--- config.mk ---
export PLATFORM = sky130hd
export DESIGN_NAME = bss_seq
export DESIGN_NICKNAME = d
export VERILOG_FILES = /design/src/shared/bss_pkg.sv /design/src/logic/bss_in_sync.sv /design/src/logic/bss_seq.sv
export VERILOG_INCLUDE_DIRS = /design/src /design/src/shared
export SDC_FILE = /design/constraint.sdc
export NUM_CORES = 1
export LEC_CHECK = 0
export BUFFER_PORTS_ARGS = -buffer_cell sky130_fd_sc_hd__buf_2
export CORE_MARGIN = 5
export CORE_UTILIZATION = 53
export CTS_CLUSTER_SIZE = 8
export DETAILED_ROUTE_END_ITERATION = 8
export PLACE_DENSITY = 0.86
export SETUP_SLACK_MARGIN = 0.15
export SLEW_MARGIN = 20
export SYNTH_ARGS = -nofsm -noshare
export SYNTH_HDL_FRONTEND = slang
export SYNTH_SLANG_ARGS = --single-unit
--- constraint.sdc ---
create_clock -name sys_clk -period 1.6 [get_ports sys_clk]
set_input_delay 0.08 -clock sys_clk [delete_from_list [all_inputs] [get_ports sys_clk]]
set_output_delay 0.08 -clock sys_clk [all_outputs]
set_load 0.03 [all_outputs]
--- src/shared/bss_defines.svh ---
`ifndef BSS_DEFINES_SVH
`define BSS_DEFINES_SVH
// sensing phase length, microseconds
`define BSS_SENSE_TIME_US 2000
// preconditioning phase length, microseconds
`define BSS_PRECOND_TIME_US 4000
// soft-start ramp length, tenths of a millisecond
`define BSS_SS_TIME_TMS 47
// clock rate in MHz
`define BSS_CLK_MHZ 50
// cycle counts derived from the times above
`define BSS_SENSE_CYC (`BSS_SENSE_TIME_US * `BSS_CLK_MHZ)
`define BSS_PRECOND_CYC (`BSS_PRECOND_TIME_US * `BSS_CLK_MHZ)
`define BSS_SS_CYC (`BSS_SS_TIME_TMS * 100 * `BSS_CLK_MHZ)
// threshold selection codes: 160 mV, 320 mV, 460 mV
`define BSS_THR_160MV 2'h0
`define BSS_THR_320MV 2'h1
`define BSS_THR_460MV 2'h2
// reset value of the latched threshold
`define BSS_THR_RST 2'h1
`endif

--- src/shared/bss_pkg.sv ---
package bss_pkg;
  // sequencer states
  typedef enum logic [2:0] {
    BSS_SHUTDOWN = 3'b000,
    BSS_WAIT_REG = 3'b001,
    BSS_SENSE = 3'b010,
    BSS_PRECOND = 3'b011,
    BSS_SOFTSTART = 3'b100,
    BSS_RUN = 3'b101
  } bss_state_e;
  typedef logic [1:0] bss_thr_t;
endpackage
--- src/logic/bss_in_sync.sv ---
`timescale 1ns/100ps
// three-stage synchroniser; output changes once stages 1 and 2 agree
module bss_in_sync #(
  parameter logic RST_VAL = 1'b0
) (
  input wire logic sys_clk, // clock
  input wire logic rst_n, // synchronised reset, active low
  input wire logic din, // asynchronous input
  output logic dout // filtered level
);
  // ****************************************
  // state
  // ****************************************
  typedef struct packed {
    logic [2:0] sh;
    logic out;
  } bss_sync_s;
  bss_sync_s st_ff;
  bss_sync_s nxt_st;

  // shift chain; stage 0 feeds only stage 1
  always_comb begin
    nxt_st = st_ff;
    nxt_st.sh = {st_ff.sh[1:0], din};
    if (st_ff.sh[1] == st_ff.sh[2]) begin
      nxt_st.out = st_ff.sh[2];
    end
  end

  // registers
  always_ff @(posedge sys_clk or negedge rst_n) begin
    if (!rst_n) begin
      st_ff <= {{3{RST_VAL}}, RST_VAL};
    end else begin
      st_ff <= nxt_st;
    end
  end

  assign dout = st_ff.out;
endmodule

--- src/logic/bss_seq.sv ---
`timescale 1ns/100ps
`include "bss_defines.svh"
// Overview of operation
// - shutdown: regulator off, no switching
// - floating enable means enabled
// - start only after regulator is ready
// - 400 mV on comp for 2 ms
// - compare current, latch protection threshold
// - comp low for 4 ms afterwards
// - after 6 ms engage soft-start, switch
// - low side off until first pulse
// - after soft-start low side runs normally
// - threshold codes 460, 320, 160 mV
// - soft-start lasts 4.7 ms
module bss_seq #(
  parameter int SENSE_CYC = `BSS_SENSE_CYC, // sensing phase cycles
  parameter int PRECOND_CYC = `BSS_PRECOND_CYC, // preconditioning cycles
  parameter int SS_CYC = `BSS_SS_CYC // soft-start cycles
) (
  input wire logic sys_clk, // 50 MHz clock
  input wire logic resetn, // asynchronous reset, active low
  input wire logic enable_in, // enable pin level, pulled high when floating
  input wire logic reg_ready_in, // internal 5 V regulator good
  input wire logic sense_hi_in, // comparator: current above 12k band limit
  input wire logic sense_lo_in, // comparator: current above 4k band limit
  input wire logic pwm_pulse_in, // pwm output pulse, same clock
  input wire logic pwm_hs_in, // pwm high-side command, same clock
  input wire logic pwm_ls_in, // pwm low-side command, same clock
  output logic internal_5v_supply_out, // regulator enable
  output logic comp_force_400mv, // drive 400 mV onto comp
  output logic comp_force_low, // pull comp low
  output logic softstart_en, // soft-start ramp running
  output logic pwm_en, // allow pwm to switch
  output logic hs_gate, // high-side gate drive
  output logic ls_gate, // low-side gate drive
  output logic [1:0] thr_sel, // latched protection threshold
  output logic seq_done // start-up complete
);
  // ****************************************
  // parameter checks
  // ****************************************
  // refused at elaboration outside 2 to 2**24 cycles; the 24-bit phase timer and its last-cycle compare serve 1 to 2**24 cycles
  if (SENSE_CYC < 2 || PRECOND_CYC < 2 || SS_CYC < 2 ||
      SENSE_CYC > 2**24 || PRECOND_CYC > 2**24 || SS_CYC > 2**24) begin
    $error("bss_seq: phase counts out of range");
  end

  // ****************************************
  // reset release and input synchronisers
  // ****************************************
  logic [1:0] rst_sh_ff; // two-stage reset release
  logic rst_n; // synchronised reset
  logic en_s; // filtered enable
  logic rdy_s; // filtered regulator ready
  logic shi_s; // filtered comparator high
  logic slo_s; // filtered comparator low

  // reset release
  always_ff @(posedge sys_clk or negedge resetn) begin
    if (!resetn) begin
      rst_sh_ff <= 2'h0;
    end else begin
      rst_sh_ff <= {rst_sh_ff[0], 1'b1};
    end
  end
  assign rst_n = rst_sh_ff[1];

  // enable resets high so a floating pin starts the part
  bss_in_sync #(.RST_VAL(1'b1)) u_en (.sys_clk(sys_clk), .rst_n(rst_n), .din(enable_in), .dout(en_s));
  bss_in_sync #(.RST_VAL(1'b0)) u_rdy (.sys_clk(sys_clk), .rst_n(rst_n), .din(reg_ready_in), .dout(rdy_s));
  bss_in_sync #(.RST_VAL(1'b0)) u_shi (.sys_clk(sys_clk), .rst_n(rst_n), .din(sense_hi_in), .dout(shi_s));
  bss_in_sync #(.RST_VAL(1'b0)) u_slo (.sys_clk(sys_clk), .rst_n(rst_n), .din(sense_lo_in), .dout(slo_s));

  // ****************************************
  // state
  // ****************************************
  typedef struct packed {
    bss_pkg::bss_state_e state;
    logic [23:0] cnt; // phase timer
    logic first_pulse; // pwm has issued a pulse
    logic reg_on;
    logic c400;
    logic clow;
    logic ss;
    logic pwm;
    logic hs;
    logic ls;
    bss_pkg::bss_thr_t thr;
    logic done;
  } bss_seq_s;
  bss_seq_s st_ff;
  bss_seq_s nxt_st;

  // sequencer next state and registered outputs
  always_comb begin
    nxt_st = st_ff;
    nxt_st.cnt = st_ff.cnt + 24'h1;
    case (st_ff.state)
      bss_pkg::BSS_SHUTDOWN: begin
        nxt_st.cnt = 24'h0;
        if (en_s) begin
          nxt_st.state = bss_pkg::BSS_WAIT_REG;
        end
      end
      bss_pkg::BSS_WAIT_REG: begin
        nxt_st.cnt = 24'h0;
        if (rdy_s) begin
          nxt_st.state = bss_pkg::BSS_SENSE;
        end
      end
      bss_pkg::BSS_SENSE: begin
        // latch on the last sensing cycle, after the node has settled
        if (st_ff.cnt == 24'(SENSE_CYC - 1)) begin
          if (shi_s && slo_s) begin
            nxt_st.thr = `BSS_THR_160MV;
          end else if (shi_s) begin
            nxt_st.thr = `BSS_THR_460MV;
          end else begin
            nxt_st.thr = `BSS_THR_320MV;
          end
          nxt_st.cnt = 24'h0;
          nxt_st.state = bss_pkg::BSS_PRECOND;
        end
      end
      bss_pkg::BSS_PRECOND: begin
        if (st_ff.cnt == 24'(PRECOND_CYC - 1)) begin
          nxt_st.cnt = 24'h0;
          nxt_st.first_pulse = 1'b0;
          nxt_st.state = bss_pkg::BSS_SOFTSTART;
        end
      end
      bss_pkg::BSS_SOFTSTART: begin
        if (pwm_pulse_in) begin
          nxt_st.first_pulse = 1'b1;
        end
        if (st_ff.cnt == 24'(SS_CYC - 1)) begin
          nxt_st.cnt = 24'h0;
          nxt_st.state = bss_pkg::BSS_RUN;
        end
      end
      bss_pkg::BSS_RUN: begin
        nxt_st.cnt = 24'h0;
      end
      default: begin
        nxt_st.state = bss_pkg::BSS_SHUTDOWN;
      end
    endcase
    // low enable aborts any phase
    if (!en_s) begin
      nxt_st.state = bss_pkg::BSS_SHUTDOWN;
      nxt_st.cnt = 24'h0;
      nxt_st.first_pulse = 1'b0;
    end
    // outputs decoded from next state so they leave flip-flops
    nxt_st.reg_on = (nxt_st.state != bss_pkg::BSS_SHUTDOWN);
    nxt_st.c400 = (nxt_st.state == bss_pkg::BSS_SENSE);
    nxt_st.clow = (nxt_st.state == bss_pkg::BSS_PRECOND);
    nxt_st.ss = (nxt_st.state == bss_pkg::BSS_SOFTSTART);
    nxt_st.pwm = nxt_st.ss || (nxt_st.state == bss_pkg::BSS_RUN);
    nxt_st.done = (nxt_st.state == bss_pkg::BSS_RUN);
    nxt_st.hs = nxt_st.pwm && pwm_hs_in;
    // low side held off during soft-start until the first pulse
    nxt_st.ls = nxt_st.pwm && pwm_ls_in && !pwm_hs_in &&
                (nxt_st.done || nxt_st.first_pulse);
  end

  // state register
  always_ff @(posedge sys_clk or negedge rst_n) begin
    if (!rst_n) begin
      st_ff <= '{state: bss_pkg::BSS_SHUTDOWN, cnt: 24'h0, thr: `BSS_THR_RST, default: 1'b0};
    end else begin
      st_ff <= nxt_st;
    end
  end

  assign internal_5v_supply_out = st_ff.reg_on;
  assign comp_force_400mv = st_ff.c400;
  assign comp_force_low = st_ff.clow;
  assign softstart_en = st_ff.ss;
  assign pwm_en = st_ff.pwm;
  assign hs_gate = st_ff.hs;
  assign ls_gate = st_ff.ls;
  assign thr_sel = st_ff.thr;
  assign seq_done = st_ff.done;

  // ****************************************
  // checks
  // ****************************************
  property p_shutdown_quiet;
    @(posedge sys_clk) disable iff (!rst_n)
    (st_ff.state == bss_pkg::BSS_SHUTDOWN) |-> !internal_5v_supply_out && !hs_gate && !ls_gate && !pwm_en;
  endproperty
  a_shutdown_quiet: assert property (p_shutdown_quiet) else $error("activity in shutdown");

  property p_wait_ready;
    @(posedge sys_clk) disable iff (!rst_n)
    (st_ff.state == bss_pkg::BSS_WAIT_REG && !rdy_s) |=> st_ff.state != bss_pkg::BSS_SENSE;
  endproperty
  a_wait_ready: assert property (p_wait_ready) else $error("sensing before regulator ready");

  property p_sense_len;
    @(posedge sys_clk) disable iff (!rst_n)
    $rose(comp_force_400mv) |-> comp_force_400mv && st_ff.cnt == 24'h0;
  endproperty
  a_sense_len: assert property (p_sense_len) else $error("sense phase not from zero");

  property p_sense_to_pre;
    @(posedge sys_clk) disable iff (!rst_n)
    $fell(comp_force_400mv) && en_s |-> comp_force_low;
  endproperty
  a_sense_to_pre: assert property (p_sense_to_pre) else $error("precondition not after sense");

  property p_ss_after_pre;
    @(posedge sys_clk) disable iff (!rst_n)
    $rose(softstart_en) |-> $past(comp_force_low) && !comp_force_low;
  endproperty
  a_ss_after_pre: assert property (p_ss_after_pre) else $error("soft-start without precondition");

  property p_ls_hold;
    @(posedge sys_clk) disable iff (!rst_n)
    softstart_en && !st_ff.first_pulse |-> !ls_gate;
  endproperty
  a_ls_hold: assert property (p_ls_hold) else $error("low side on before first pulse");

  property p_thr_stable;
    @(posedge sys_clk) disable iff (!rst_n)
    pwm_en && $past(pwm_en) |-> $stable(thr_sel);
  endproperty
  a_thr_stable: assert property (p_thr_stable) else $error("threshold changed in operation");

  property p_thr_code;
    @(posedge sys_clk) disable iff (!rst_n)
    thr_sel != 2'h3;
  endproperty
  a_thr_code: assert property (p_thr_code) else $error("illegal threshold code");

  property p_abort;
    @(posedge sys_clk) disable iff (!rst_n)
    !en_s |=> st_ff.state == bss_pkg::BSS_SHUTDOWN;
  endproperty
  a_abort: assert property (p_abort) else $error("shutdown did not abort");

  property p_ls_run;
    @(posedge sys_clk) disable iff (!rst_n)
    seq_done && $past(seq_done) && $past(pwm_ls_in) && !$past(pwm_hs_in) && en_s |-> ls_gate;
  endproperty
  a_ls_run: assert property (p_ls_run) else $error("low side blocked after soft-start");
endmodule

==> run metrics <==
EDFF count, synth=0; Final period util=132%; clk buf depth=2; Syn Nets=~220; Worst Skew=7.48 ps; Syn-to-layout area delta=41.6%; hold_sp=pwm_ls_in; Worst-Skew Late Latency=between 300 and 400 ps; ys async rst share=100%; Starting Density=54.6%; Worst Hold Class=primary input to flip-flop; Power per Cell Area=815 nW/um^2; WL per Instance=~20 um; FF-to-FF End=st_ff[29]; worst vdd ir=825 uV; most common cell after layout, fill and taps aside=dfrtp_1; H-tree Lvls=2; Worst Hold Path Cells=3; dpl cell area=2860 um^2; CP Class=flip-flop to flip-flop; DRT antenna net count=0; Max Slew Vio Count=0; Data required, critical path=1810 ps; Reg2Reg Depth=7; DIE HEIGHT=between 70 and 80 um; FILL cells=242; PortBufs=18; Starting DRT DRC Count=274; layout cells sized above 1=47.0%; Avg Inst Size Synth=11.5 um^2; register area share after synthesis=approximately three fifths; antenna violations before repair=0; vias in the first global route=between 2000 and 2500; Row Count=24; RSZ-0062 raised after global routing=true; commonest cells after routing, fill and taps aside=dfrtp_1 (49), buf_4 (44), buf_2 (18), xor2_1 (16), nor2_4 (15); Post-DP HPWL=3520 um; Core ar.=4350 um^2; total wire length=around 6800 um; r2r setup slk=-520 ps; number of nets in the layout=294; Sink Count=56; CP Capture Type=flip-flop; Total GRT Usage=21.4%; Final min period=2120 ps; vias after detailed routing=between 1500 and 2000; violated checks=setup timing; Top FF cell, synth=dfrtp_1; Die W=77.0 um; largest net degree at the start of global routing=40; Finished Cell Area=3370 um^2; Netlist cell types=40; CTS tree=yes; Worst Path Max Fanout=6; Crit Reg-Reg Startpoint=st_ff[17]; CTS buffer count=5; drt pass-1 iters=4; startpoint types=flip-flop; Syn. warnings=0; detailed-route DRC error count=0; register area=1410 um^2; MaxCap Viol Count=0; area used by multi-input combinational logic=1120 um^2; die footprint=between 5000 and 6000 um^2; final std cells w/o fill=337; Final Hold Fails=0; Synth Register Bits=56; count of final setup violators=35; Leak=1.52 nW; GRT overflow=0; Vias/cell=5.88; Root Driver=clkbuf_8; global-route wire length before repair=10100 um; Mapped Cells=207; Worst EP arrival=2330 ps; fmax=0.472 GHz; outcome=complete, but fails checks; final setup margin=-517 ps; Synth Cell Area=about 2400 um^2; setup TNS=-15220 ps; diode count=0; Worst-path clk slew=110 ps; I/O Pins=19; GPL Wtd Cong=between 0.9 and 1; Placed Cells=314; Hold EP=ls_gate
-- power by group --
group	total [mW]	switching [mW]	internal, mW
clock network	0.849	0.517	0.332
registers	1.51	0.0409	1.46
logic	0.390	0.201	0.189
total	2.74	0.759	1.99
-- critical path: stages, from the launching register on --
cell and delay (ps):
dfrtp_1 420, nor3_1 390, nand4_1 250, o311a_4 370, a211oi_4 160, buf_6 190, clkbuf_16 170, nor2_2 50
-- metrics by stage --
| stage | power, mW | hold slack [ps] | setup WS [ps] | util [%] |
|---|---|---|---|---|
| final | 2.74 | 32.8 | -517 | 77.3 |
| after global routing | 2.84 | 20.7 | -567 | 77.3 |
| after CTS | 2.64 | 17.5 | -418 | 72.4 |
| after detailed placement | 1.76 | -134 | -415 | 65.6 |
| after global placement | 1.74 | -133 | -329 | 65.6 |
| after floorplan | 1.65 | -216 | -338 | - |
-- timing repair --
action / CTS / global route
setup endpoints to repair: 37 / 37
resized for setup: 23 / 44
pin swaps: 2 / 19
hold endpoints to repair: 7 / 0
gates cloned: 1 / 2
setup buffers: 4 / 2
hold buffers: 6 / 0
-- Yosys cell counts (2+ instances only) --
master    instances  area (um^2)
dfstp_2           5          131
inv_1             7         26.3
nor3_1            5         25.0
a21oi_1           2         10.0
buf_4             2         15.0
nand2_1          10         37.5
buf_6             2         22.5
dfrtp_1          51         1280
maj3_1            4         40.0
and3_1            4         25.0
and2_1            6         37.5
nor2_1           34          128
nand2b_1          2         12.5
nor2b_1           3         18.8
xor2_1           16          140
and4_1            5         43.8
clkbuf_1          3         11.3
xnor2_1           6         52.6
nand3_1           9         45.0
o21ai_0           3         15.0
nand4_1           8         50.1
nand4b_1          2         17.5
-- state kept, by name, indices dropped and copies added, names as in the netlist --
name and cells:
u_shi.st_ff 1, pwm_en 1, st_ff 28, u_en.dout 1, comp_force_low 1, u_rdy.dout 1
u_rdy.nxt_st 2, softstart_en 1, thr_sel 2, hs_gate 1, u_slo.dout 1, u_slo.nxt_st 2
u_en.st_ff 1, u_en.nxt_st 2, internal_5v_supply_out 1, ls_gate 1, rst_sh_ff 2, u_shi.nxt_st 2
u_slo.st_ff 1, comp_force_400mv 1, u_rdy.st_ff 1, u_shi.dout 1, seq_done 1
-- metal layers --
layer	vias to the layer above	wire length (um)	GRT usage [%]
met5	-	0	0
met4	0	257	9.62
met3	27	495	6.21
met2	108	3140	34.8
met1	990	2870	26.5
li1	858	-	-
-- worst max path at each step --
stage	endpoint	cells after the start	slack [ps]	start
4_1_cts	st_ff[16]	7	-420	st_ff[15]
6_report	st_ff[29]	7	-520	st_ff[17]
3_5_place_dp	ls_gate	7	-420	st_ff[11]
5_1_grt	ls_gate	8	-570	st_ff[29]
3_3_place_gp	st_ff[16]	6	-330	st_ff[15]
2_1_floorplan	st_ff[16]	6	-340	st_ff[15]
-- layout make-up --
class                      instances  area share [%]
clock buffer                       5            2.04
clock inverter                     3           0.855
inverter                           7           0.855
multi-input combinational        137            33.3
sequential                        56            41.9
tap                               52            1.93
timing repair buffer              77            19.1
-- cell families after synthesis --
| group | Yosys count | share of synthesized area, % |
|---|---|---|
| compound gates | 11 | 3.95 |
| buf+inv | 14 | 3.16 |
| flops | 56 | 59.2 |
| simple gates | 97 | 22.8 |
| other cells | 1 | 0.158 |
| fa+ha+maj | 5 | 2.21 |
| mux | 1 | 0.421 |
| xor+xnor | 22 | 8.11 |
(Power assumes the default switching activity.)
